===== src/design/rr_pkg.sv =====
// Shared constants, types and states of the repeater forwarding block.
package rr_pkg;

    // ------------------------------------------------------------------
    // Timing
    // ------------------------------------------------------------------
    localparam int CLK_PERIOD_NS = 25;
    localparam int RELOAD_TIME_NS = 1000;
    localparam int RELOAD_CYCLES = (RELOAD_TIME_NS + CLK_PERIOD_NS - 1) / CLK_PERIOD_NS;
    localparam logic [5:0] RELOAD_LAST = 6'(RELOAD_CYCLES - 1);

    // ------------------------------------------------------------------
    // Sizes and field positions
    // ------------------------------------------------------------------
    localparam int FIFO_WIDTH = 9;
    localparam int FIFO_DEPTH = 32;
    localparam int TAG_HIST = 4;
    localparam int REG3_REPEAT_BIT = 5;
    localparam logic [15:0] BCAST_ADDR = 16'hffff;

    // ------------------------------------------------------------------
    // Types
    // ------------------------------------------------------------------
    typedef enum logic [1:0] {
        MODE_NORMAL,
        MODE_WOR,
        MODE_CONFIG,
        MODE_SLEEP
    } rr_mode_t;

    typedef enum logic [2:0] {
        ST_IDLE,
        ST_RX_PASS,
        ST_RX_DROP,
        ST_HOST_PASS,
        ST_DRAIN
    } rr_state_t;

    typedef struct packed {
        logic [7:0] address_high_byte;
        logic [7:0] address_low_byte;
        logic [7:0] network_identifier;
        logic [7:0] reg0;
        logic [7:0] reg1;
        logic [7:0] channel;
        logic [7:0] reg3;
        logic [15:0] key;
    } rr_cfg_t;

    typedef struct packed {
        logic [7:0] network_identifier;
        logic [7:0] tag;
        logic [15:0] addr;
    } rr_hdr_t;

    typedef struct packed {
        logic last;
        logic [7:0] data;
    } rr_word_t;

    // ------------------------------------------------------------------
    // Values after reset
    // ------------------------------------------------------------------
    localparam rr_cfg_t FACTORY_CFG = '{
        address_high_byte: 8'h00,
        address_low_byte: 8'h00,
        network_identifier: 8'h00,
        reg0: 8'h62,
        reg1: 8'h00,
        channel: 8'h17,
        reg3: 8'h00,
        key: 16'h0000
    };

endpackage : rr_pkg


===== src/design/rr_fifo.sv =====
// Synchronous FIFO with valid and ready on both sides.
`timescale 1ns/1ps
module rr_fifo #(
    parameter int WIDTH = 9,
    parameter int DEPTH = 32
) (
    // Clock and reset
    input wire logic core_clk,
    input wire logic rst_n,
    // Fill side
    input wire logic in_valid,
    output logic in_ready,
    input wire logic [WIDTH-1:0] in_data,
    // Drain side
    output logic out_valid,
    input wire logic out_ready,
    output logic [WIDTH-1:0] out_data,
    // Status
    output logic empty
);
    localparam int AW = $clog2(DEPTH);

    logic [WIDTH-1:0] mem [DEPTH];
    logic [AW:0] wr_ptr;
    logic [AW:0] rd_ptr;
    logic [AW:0] next_wr_ptr;
    logic [AW:0] next_rd_ptr;
    logic full;
    logic push;
    logic pop;

    assign empty = (wr_ptr == rd_ptr);
    assign full = (wr_ptr[AW] != rd_ptr[AW]) && (wr_ptr[AW-1:0] == rd_ptr[AW-1:0]);
    assign in_ready = !full;
    assign out_valid = !empty;
    assign out_data = mem[rd_ptr[AW-1:0]];
    assign push = in_valid && !full;
    assign pop = out_ready && !empty;

    always_comb begin
        next_wr_ptr = wr_ptr + (AW + 1)'(push);
        next_rd_ptr = rd_ptr + (AW + 1)'(pop);
    end

    always_ff @(posedge core_clk or negedge rst_n) begin
        if (!rst_n) begin
            wr_ptr <= '0;
            rd_ptr <= '0;
        end else begin
            wr_ptr <= next_wr_ptr;
            rd_ptr <= next_rd_ptr;
        end
    end

    // The array holds no reset so that it maps onto plain storage.
    always_ff @(posedge core_clk) begin
        if (push) begin
            mem[wr_ptr[AW-1:0]] <= in_data;
        end
    end

endmodule : rr_fifo


===== src/design/rr_param_store.sv =====
// Saved and active parameter sets with the reload sequence.
`timescale 1ns/1ps
module rr_param_store (
    // Clock and reset
    input wire logic core_clk,
    input wire logic rst_n,
    // Mode and configuration
    input wire rr_pkg::rr_mode_t mode,
    input wire logic cfg_wr,
    input wire rr_pkg::rr_cfg_t cfg_in,
    input wire logic factory_reset,
    // Results
    output rr_pkg::rr_cfg_t active,
    output logic busy
);
    rr_pkg::rr_cfg_t saved;
    rr_pkg::rr_cfg_t next_saved;
    rr_pkg::rr_cfg_t next_active;
    logic next_busy;
    logic [5:0] cnt;
    logic [5:0] next_cnt;
    rr_pkg::rr_mode_t prev_mode;

    always_comb begin
        next_saved = saved;
        next_active = active;
        next_busy = busy;
        next_cnt = cnt;
        if (factory_reset) begin
            next_saved = rr_pkg::FACTORY_CFG;
        end else if (cfg_wr && mode == rr_pkg::MODE_CONFIG) begin
            next_saved = cfg_in;
            next_active = cfg_in;
        end
        if (prev_mode == rr_pkg::MODE_SLEEP && mode != rr_pkg::MODE_SLEEP) begin
            next_busy = 1'b1;
            next_cnt = '0;
        end else if (busy) begin
            if (cnt == rr_pkg::RELOAD_LAST) begin
                next_busy = 1'b0;
                next_active = saved;
            end else begin
                next_cnt = cnt + 6'h01;
            end
        end
    end

    // Reset itself starts a reload, so busy comes up high.
    always_ff @(posedge core_clk or negedge rst_n) begin
        if (!rst_n) begin
            saved <= rr_pkg::FACTORY_CFG;
            active <= rr_pkg::FACTORY_CFG;
            busy <= 1'b1;
            cnt <= '0;
            prev_mode <= rr_pkg::MODE_NORMAL;
        end else begin
            saved <= next_saved;
            active <= next_active;
            busy <= next_busy;
            cnt <= next_cnt;
            prev_mode <= mode;
        end
    end

endmodule : rr_param_store


===== src/design/rr_repeater.sv =====
// Frame forwarding core of a radio module acting as a packet repeater.
`timescale 1ns/1ps
// What this block does
// - Repeat only when configured and mode normal.
// - Address bytes become a network pair.
// - Frame from one network goes to other.
// - Own network identifier ignored while repeating.
// - No host data, no low power when repeating.
// - Reload parameters, status low until done.
// - Forward high-byte network to low, and back.
// - A frame is relayed once; a tag among the last four relayed is dropped.
// - Deliver only frames whose address matches.
// - Factory reset restores documented default parameters; the saved set at once, the active set only at the next reload.
// - Third option register bit five enables repeating.
module rr_repeater (
    // Clock and reset
    input wire logic core_clk,
    input wire logic rst_n,
    // Mode pins and configuration
    input wire logic [1:0] mode_pin,
    input wire logic cfg_wr,
    input wire rr_pkg::rr_cfg_t cfg_in,
    input wire logic factory_reset,
    // Radio receive
    input wire logic rx_valid,
    output logic rx_ready,
    input wire rr_pkg::rr_word_t rx_word,
    input wire rr_pkg::rr_hdr_t rx_hdr,
    // Radio transmit
    output logic tx_valid,
    input wire logic tx_ready,
    output rr_pkg::rr_word_t tx_word,
    output rr_pkg::rr_hdr_t tx_hdr,
    // Host data
    input wire logic host_tx_valid,
    output logic host_tx_ready,
    input wire rr_pkg::rr_word_t host_tx_word,
    output logic host_rx_valid,
    input wire logic host_rx_ready,
    output rr_pkg::rr_word_t host_rx_word,
    // Status
    output logic aux,
    output logic repeating,
    output logic low_power_ok,
    output rr_pkg::rr_cfg_t active_cfg
);

    // ------------------------------------------------------------------
    // Decoding helpers
    // ------------------------------------------------------------------
    function automatic logic tag_seen(input logic [rr_pkg::TAG_HIST*8-1:0] h,
                                      input logic [rr_pkg::TAG_HIST-1:0] v,
                                      input logic [7:0] t);
        logic hit;
        hit = 1'b0;
        for (int i = 0; i < rr_pkg::TAG_HIST; i++) begin
            if (v[i] && h[i*8 +: 8] == t) begin
                hit = 1'b1;
            end
        end
        return hit;
    endfunction : tag_seen

    function automatic logic addr_match(input logic [15:0] a, input logic [15:0] own);
        return (a == own) || (a == rr_pkg::BCAST_ADDR);
    endfunction : addr_match

    // ------------------------------------------------------------------
    // Mode pins and parameters
    // ------------------------------------------------------------------
    logic [1:0] mode_s1;
    logic [1:0] mode_s2;
    rr_pkg::rr_mode_t mode;
    logic busy;
    logic repeat_cfg;
    logic rep;
    logic [15:0] own_addr;

    always_ff @(posedge core_clk or negedge rst_n) begin
        if (!rst_n) begin
            mode_s1 <= 2'h0;
            mode_s2 <= 2'h0;
        end else begin
            mode_s1 <= mode_pin;
            mode_s2 <= mode_s1;
        end
    end

    assign mode = rr_pkg::rr_mode_t'(mode_s2);

    rr_param_store u_store (
        .core_clk(core_clk),
        .rst_n(rst_n),
        .mode(mode),
        .cfg_wr(cfg_wr),
        .cfg_in(cfg_in),
        .factory_reset(factory_reset),
        .active(active_cfg),
        .busy(busy)
    );

    assign repeat_cfg = active_cfg.reg3[rr_pkg::REG3_REPEAT_BIT];
    assign rep = repeat_cfg && mode == rr_pkg::MODE_NORMAL && !busy;
    assign repeating = rep;
    assign own_addr = {active_cfg.address_high_byte, active_cfg.address_low_byte};
    // Wake-up listening and sleep stay barred while repeating is set.
    assign low_power_ok = !repeat_cfg && (mode == rr_pkg::MODE_WOR || mode == rr_pkg::MODE_SLEEP);

    // ------------------------------------------------------------------
    // Frame router
    // ------------------------------------------------------------------
    rr_pkg::rr_state_t state;
    rr_pkg::rr_state_t next_state;
    logic dest_radio;
    logic next_dest_radio;
    rr_pkg::rr_hdr_t next_tx_hdr;
    logic [rr_pkg::TAG_HIST*8-1:0] hist;
    logic [rr_pkg::TAG_HIST*8-1:0] next_hist;
    logic [rr_pkg::TAG_HIST-1:0] hist_v;
    logic [rr_pkg::TAG_HIST-1:0] next_hist_v;
    logic [7:0] host_tag;
    logic [7:0] next_host_tag;
    logic rx_start;
    logic host_start;
    logic dup;
    logic deliverable;
    logic fifo_in_valid;
    logic fifo_in_ready;
    rr_pkg::rr_word_t fifo_in_word;
    logic fifo_out_valid;
    logic fifo_out_ready;
    rr_pkg::rr_word_t fifo_out_word;
    logic fifo_empty;

    assign rx_start = state == rr_pkg::ST_IDLE && rx_valid && !busy;
    assign host_start = state == rr_pkg::ST_IDLE && !rx_valid && host_tx_valid && !busy && !rep
                        && mode == rr_pkg::MODE_NORMAL;
    assign dup = tag_seen(hist, hist_v, rx_hdr.tag);
    assign deliverable = (mode == rr_pkg::MODE_NORMAL || mode == rr_pkg::MODE_WOR)
                         && rx_hdr.network_identifier == active_cfg.network_identifier
                         && addr_match(rx_hdr.addr, own_addr);

    always_comb begin
        next_state = state;
        next_dest_radio = dest_radio;
        next_tx_hdr = tx_hdr;
        next_hist = hist;
        next_hist_v = hist_v;
        next_host_tag = host_tag;
        rx_ready = 1'b0;
        host_tx_ready = 1'b0;
        fifo_in_valid = 1'b0;
        fifo_in_word = rx_word;
        case (state)
            rr_pkg::ST_IDLE: begin
                if (rx_start) begin
                    next_state = rr_pkg::ST_RX_DROP;
                    if (rep) begin
                        // The address bytes name the network pair; the own
                        // identifier plays no part. A tag among the last four relayed is dropped.
                        if (!dup && rx_hdr.network_identifier == active_cfg.address_high_byte) begin
                            next_state = rr_pkg::ST_RX_PASS;
                            next_dest_radio = 1'b1;
                            next_tx_hdr = '{network_identifier: active_cfg.address_low_byte,
                                            tag: rx_hdr.tag, addr: rx_hdr.addr};
                        end else if (!dup && rx_hdr.network_identifier == active_cfg.address_low_byte) begin
                            next_state = rr_pkg::ST_RX_PASS;
                            next_dest_radio = 1'b1;
                            next_tx_hdr = '{network_identifier: active_cfg.address_high_byte,
                                            tag: rx_hdr.tag, addr: rx_hdr.addr};
                        end
                        if (next_state == rr_pkg::ST_RX_PASS) begin
                            next_hist = {hist[(rr_pkg::TAG_HIST-1)*8-1:0], rx_hdr.tag};
                            next_hist_v = {hist_v[rr_pkg::TAG_HIST-2:0], 1'b1};
                        end
                    end else if (deliverable) begin
                        next_state = rr_pkg::ST_RX_PASS;
                        next_dest_radio = 1'b0;
                    end
                end else if (host_start) begin
                    next_state = rr_pkg::ST_HOST_PASS;
                    next_dest_radio = 1'b1;
                    next_tx_hdr = '{network_identifier: active_cfg.network_identifier,
                                    tag: host_tag, addr: own_addr};
                    next_host_tag = host_tag + 8'h01;
                end
            end
            rr_pkg::ST_RX_PASS: begin
                rx_ready = fifo_in_ready;
                fifo_in_valid = rx_valid;
                if (rx_valid && fifo_in_ready && rx_word.last) begin
                    next_state = rr_pkg::ST_DRAIN;
                end
            end
            rr_pkg::ST_RX_DROP: begin
                rx_ready = 1'b1;
                if (rx_valid && rx_word.last) begin
                    next_state = rr_pkg::ST_IDLE;
                end
            end
            rr_pkg::ST_HOST_PASS: begin
                host_tx_ready = fifo_in_ready;
                fifo_in_valid = host_tx_valid;
                fifo_in_word = host_tx_word;
                if (host_tx_valid && fifo_in_ready && host_tx_word.last) begin
                    next_state = rr_pkg::ST_DRAIN;
                end
            end
            rr_pkg::ST_DRAIN: begin
                if (fifo_empty) begin
                    next_state = rr_pkg::ST_IDLE;
                end
            end
            default: begin
                next_state = rr_pkg::ST_IDLE;
            end
        endcase
    end

    always_ff @(posedge core_clk or negedge rst_n) begin
        if (!rst_n) begin
            state <= rr_pkg::ST_IDLE;
            dest_radio <= 1'b0;
            tx_hdr <= '0;
            hist <= '0;
            hist_v <= '0;
            host_tag <= 8'h00;
        end else begin
            state <= next_state;
            dest_radio <= next_dest_radio;
            tx_hdr <= next_tx_hdr;
            hist <= next_hist;
            hist_v <= next_hist_v;
            host_tag <= next_host_tag;
        end
    end

    // ------------------------------------------------------------------
    // Frame buffer and sinks
    // ------------------------------------------------------------------
    // One frame at a time: the destination only changes once the buffer is
    // empty, which costs a gap between frames but keeps routing trivial.
    rr_fifo #(
        .WIDTH(rr_pkg::FIFO_WIDTH),
        .DEPTH(rr_pkg::FIFO_DEPTH)
    ) u_fifo (
        .core_clk(core_clk),
        .rst_n(rst_n),
        .in_valid(fifo_in_valid),
        .in_ready(fifo_in_ready),
        .in_data(fifo_in_word),
        .out_valid(fifo_out_valid),
        .out_ready(fifo_out_ready),
        .out_data(fifo_out_word),
        .empty(fifo_empty)
    );

    assign fifo_out_ready = dest_radio ? tx_ready : host_rx_ready;
    assign tx_valid = fifo_out_valid && dest_radio;
    assign tx_word = fifo_out_word;
    assign host_rx_valid = fifo_out_valid && !dest_radio;
    assign host_rx_word = fifo_out_word;
    assign aux = !busy && fifo_empty && state == rr_pkg::ST_IDLE;

    // ------------------------------------------------------------------
    // Checks
    // ------------------------------------------------------------------
    a_aux_reload: assert property (@(posedge core_clk) disable iff (!rst_n)
        busy |-> !aux) else $error("status high during parameter reload");

    a_repeat_gate: assert property (@(posedge core_clk) disable iff (!rst_n)
        rep |-> (mode == rr_pkg::MODE_NORMAL && active_cfg.reg3[5])) else $error("repeating without setup");

    a_no_low_power: assert property (@(posedge core_clk) disable iff (!rst_n)
        active_cfg.reg3[5] |-> !low_power_ok) else $error("low power allowed while repeating");

    a_no_host_take: assert property (@(posedge core_clk) disable iff (!rst_n)
        (state == rr_pkg::ST_IDLE && rep) |=> state != rr_pkg::ST_HOST_PASS) else $error("host frame taken");

    a_fwd_high_low: assert property (@(posedge core_clk) disable iff (!rst_n)
        (rx_start && rep && !dup && rx_hdr.network_identifier == active_cfg.address_high_byte)
        |=> (state == rr_pkg::ST_RX_PASS && dest_radio
             && tx_hdr.network_identifier == $past(active_cfg.address_low_byte)))
        else $error("high network not forwarded to low");

    a_fwd_low_high: assert property (@(posedge core_clk) disable iff (!rst_n)
        (rx_start && rep && !dup && rx_hdr.network_identifier == active_cfg.address_low_byte
         && active_cfg.address_low_byte != active_cfg.address_high_byte)
        |=> (state == rr_pkg::ST_RX_PASS
             && tx_hdr.network_identifier == $past(active_cfg.address_high_byte)))
        else $error("low network not forwarded to high");

    a_foreign_net: assert property (@(posedge core_clk) disable iff (!rst_n)
        (rx_start && rep && rx_hdr.network_identifier != active_cfg.address_high_byte
         && rx_hdr.network_identifier != active_cfg.address_low_byte)
        |=> state == rr_pkg::ST_RX_DROP) else $error("frame from unpaired network kept");

    a_relay_once: assert property (@(posedge core_clk) disable iff (!rst_n)
        (rx_start && rep && dup) |=> state == rr_pkg::ST_RX_DROP) else $error("frame relayed twice");

    a_addr_filter: assert property (@(posedge core_clk) disable iff (!rst_n)
        (rx_start && !rep && !addr_match(rx_hdr.addr, own_addr))
        |=> (state == rr_pkg::ST_RX_DROP ##1 !host_rx_valid)) else $error("mismatched frame delivered");

endmodule : rr_repeater


===== config.mk =====
export PLATFORM = sky130hd
export DESIGN_NAME = rr_repeater
export DESIGN_NICKNAME = d
export VERILOG_FILES = /design/src/design/rr_pkg.sv /design/src/design/rr_fifo.sv /design/src/design/rr_param_store.sv /design/src/design/rr_repeater.sv
export SDC_FILE = /design/constraint.sdc
export NUM_CORES = 1
export LEC_CHECK = 0
export ABC_AREA = 0
export ABC_CLOCK_PERIOD_IN_PS = 3530
export BUFFER_PORTS_ARGS = -buffer_cell sky130_fd_sc_hd__buf_2
export CORE_UTILIZATION = 40
export DETAILED_ROUTE_END_ITERATION = 10
export SETUP_SLACK_MARGIN = 0.4
export SLEW_MARGIN = 20
export SYNTH_ARGS = -nofsm -noshare
export SYNTH_HDL_FRONTEND = slang
export SYNTH_HIERARCHICAL = 1
export SYNTH_SLANG_ARGS = --single-unit

===== constraint.sdc =====
create_clock -name core_clk -period 3.53 [get_ports core_clk]
set_input_delay 0.706 -clock core_clk [delete_from_list [all_inputs] [get_ports core_clk]]
set_output_delay 0.706 -clock core_clk [all_outputs]
set_load 0.01 [all_outputs]

==> flow_summary_export.csv <==
group,metric,value,unit
status,status,"finished clean",
hold_path,hold_class,"in2async",
detailed_routing,antenna_left,0,
clock_network,cts_tree,"built",
grt,grt_max_degree,90,
grt,grt_pass1_wl,91600,um
clock_network,cts_max_level,2,
floorplan,core_area,57600,um2
setup_path,worstPathCellList,"buf_12 -> buf_16 -> mux4_2 -> a22o_1 -> a2111oi_4 -> a21oi_2 -> buf_2",
detailed_routing,first_pass_iters,5,
pwr,leakagePower,11.5,nW
logic_synthesis,syn-cell-area,23300,um2
final_layout,final_cell_mix,"edfxtp_1, buf_2, dfrtp_1, mux2_2",
timing,setup-violations-final,0,
logic_synthesis,ys_seq_area_share,63.9,%
place,io_buffers,260,
detailed_routing,drc,0,
timing,post-route-min-period,3.40,ns
timing,final.setup.tns,0,ns
timing,timing.fmax,294,MHz
floorplan,die_y,243,um
logic_synthesis,syn-num-nets,1598,
timing,slew_viol_final,0,
logic_synthesis,avgSynthCellArea,16.0,um2
logic_synthesis,yosys_warnings,6,
setup_path,worst_setup_path_end_kind,"output port",
grt,use_met1,26.7,%
pwr,powerDensity,673,nW/um2
pwr,peakVddDrop,0.438,mV
timing,fin_skew,0.0171,ns
logic_synthesis,yosysUniqueCellTypes,69,
grt,grt_util_met2,32.9,%
clock_network,clk_pin_slew,0.06,ns
timing,worstMarginPinSlew,1.00,ns
clock_network,cts.sinks,537,
final_layout,syn_to_final_growth,21.2,%
place,gp_congestion,0.817,
grt,gr-usage-met3,5.25,%
setup_path,cp.required,2.82,ns
logic_synthesis,synth_edf_count,288,
final_layout,fin_area,28300,um2
final_layout,drive_above_1_share,40.3,%
logic_synthesis,ys.flop_type,"edfxtp_1",
floorplan,die_area,59200,um2
clock_network,cts-root-buf,"clkbuf_16",
floorplan,start_util,40.5,%
clock_network,cts_buffers,58,
timing,finalCritPeriodShare,96.5,%
detailed_routing,drtIter0Drc,900,
final_layout,nFillCells,4843,
detailed_routing,detail_route.wl_per_cell,23.0,um
grt,grt_overflow,0,
logic_synthesis,netlist_instances,1460,
grt,grt_use_total,20.3,%
logic_synthesis,ys_top_cells_by_area,"edfxtp_1, dfrtp_1, mux2_2",
grt,antenna_found_initial,12,
setup_path,arrival,2.70,ns
setup_path,critPathSlowestCell,"dfrtp_4",
detailed_routing,num_vias,13900,
floorplan,pin_count,261,
grt,first_global_vias,14700,
floorplan,dieWidth,243,um
grt,busiest_layer,"met2",
logic_synthesis,yosysTopAreaCellShare,37.1,%
setup_path,crit_type,"reg2out",
final_layout,fin_nets,1916,
logic_synthesis,ys_ff_latch,537,
floorplan,rows,88,
setup_path,crit_path_start_kind,"register",
place,dpl_cell_area,25500,um2
final_layout,layout_commonest_cell,"edfxtp_1",
clock_network,cts_max_path_buffers,3,
pwr,total_power,19.0,mW
logic_synthesis,yosys.area.top_type,"edfxtp_1",
place,dp_hpwl,39400,um
timing,maxSlewHeadroom,32.1,%
clock_network,clkLatencyLatePin,0.61,ns
detailed_routing,wl,59600,um
timing,holdWs,0.0625,ns
timing,rsz0062_at_grt,"yes",
setup_path,crit_fanout,5,
logic_synthesis,synthArstFlopShare,46.4,%
detailed_routing,via_per_inst,5.38,
setup_path,crit_path_max_incr_delay,0.53,ns
timing,hold_viol,0,
job,maxCapViolations,0,
## timing repair
| item | in CTS | in global routing |
|---|---|---|
| cloned | 4 | 3 |
| gates resized for setup | 48 | 32 |
| setup endpoints to repair | 23 | 23 |
| pin swaps | 13 | 9 |
| buffers inserted | 13 | 7 |
| hold buffers | 0 | 0 |
## synth_stat cells (10+ instances only)
master and number:
o22ai_1 11, and3_1 10, a21oi_1 46, buf_6 26
nor3_1 30, nand2_1 25, buf_4 23, buf_2 29
nand3_1 11, dfstp_2 15, dfrtp_1 234, edfxtp_1 288
mux2_1 37, mux2_4 20, nor2b_1 10, nor2_1 47
nand4_1 23, mux2i_1 71, xor2_1 29, a22oi_1 10
clkbuf_1 20, a22o_1 73, xnor2_1 65, mux4_2 53
mux2_2 133
## power by group
group          internal [mW]  leakage (nW)  switching [mW]
Sequential              7.00          5.81           0.460
Clock                   3.46         0.918            2.45
Combinational           2.84          4.76            2.80
## through the flow
stage / util (%) / setup slack [ns] / cells
finish: 49.1 / 0.125 / 2592
global route: 49.1 / 0.0695 / 2587
CTS: 48.5 / 0.118 / 2577
detailed placement: 44.4 / 0.404 / 2456
global placement: 44.4 / 0.424 / 2456
floorplan: - / 0.884 / 1460
## path summary, 6_finish.rpt
path | from | to | slack, ns | cells after the start
min reg2reg | mode_s1[1] | mode[1] | 0.36 | 0
max in group asynchronous | rst_n | tx_hdr[9] | 2.60 | 2
max | u_fifo/rd_ptr[0] | tx_word[5] | 0.13 | 7
min in group core_clk | mode_pin[0] | mode_s1[0] | 0.21 | 1
min | rst_n | u_store/active[22] | 0.06 | 1
max reg2reg | mode[0] | hist[7] | 0.87 | 4
## cell families (layout without fill, tap and decap cells)
logic type / count (synthesis) / in the layout / share of synthesized area [%]
xor+xnor: 94 / 94 / 3.53
simple gates: 201 / 201 / 4.83
other cells: 0 / 5 / 0
mux: 314 / 314 / 17.7
flops: 537 / 537 / 63.9
compound gates: 199 / 199 / 6.61
buf+inv: 109 / 471 / 3.12
fa+ha+maj: 6 / 6 / 0.322
## metal layers
layer  part of all wire (%)  routed length [um]
met2                     48               28500
met3                    7.3                4380
met1                     42               25100
met5                   0.17                 100
met4                    2.7                1600
## layout make-up
cell class,count,area (um2),share of cell area [%]
tap,765,957,3.39
sequential,537,14900,52.7
timing repair buffer,361,2450,8.68
multi-input combinational,814,8050,28.5
antenna,5,12.5,0.0443
inverter,6,27.5,0.0974
clock inverter,22,200,0.708
clock buffer,82,1650,5.85
## registers in the layout, indices dropped and copies added (netlist names)
signal             cells
u_fifo/mem           288
u_store/active        72
u_store/saved         72
hist                  32
tx_hdr                32
host_tag               8
u_fifo/rd_ptr          6
u_fifo/wr_ptr          6
u_store/cnt            6
hist_v                 4
state                  3
mode                   2
mode_s1                2
u_store/prev_mode      2
dest_radio             1
u_store/busy           1
## worst max-delay path, delay by kind of cell, from the launching register on
kind | cells | cell delay [ns]
muxes | 1 | 0.41
AOI/OAI and AO/OA | 3 | 0.70
buffers and inverters | 3 | 0.44
DFF | 1 | 0.53
No activity file was read; power rests on OpenSTA's default activity.
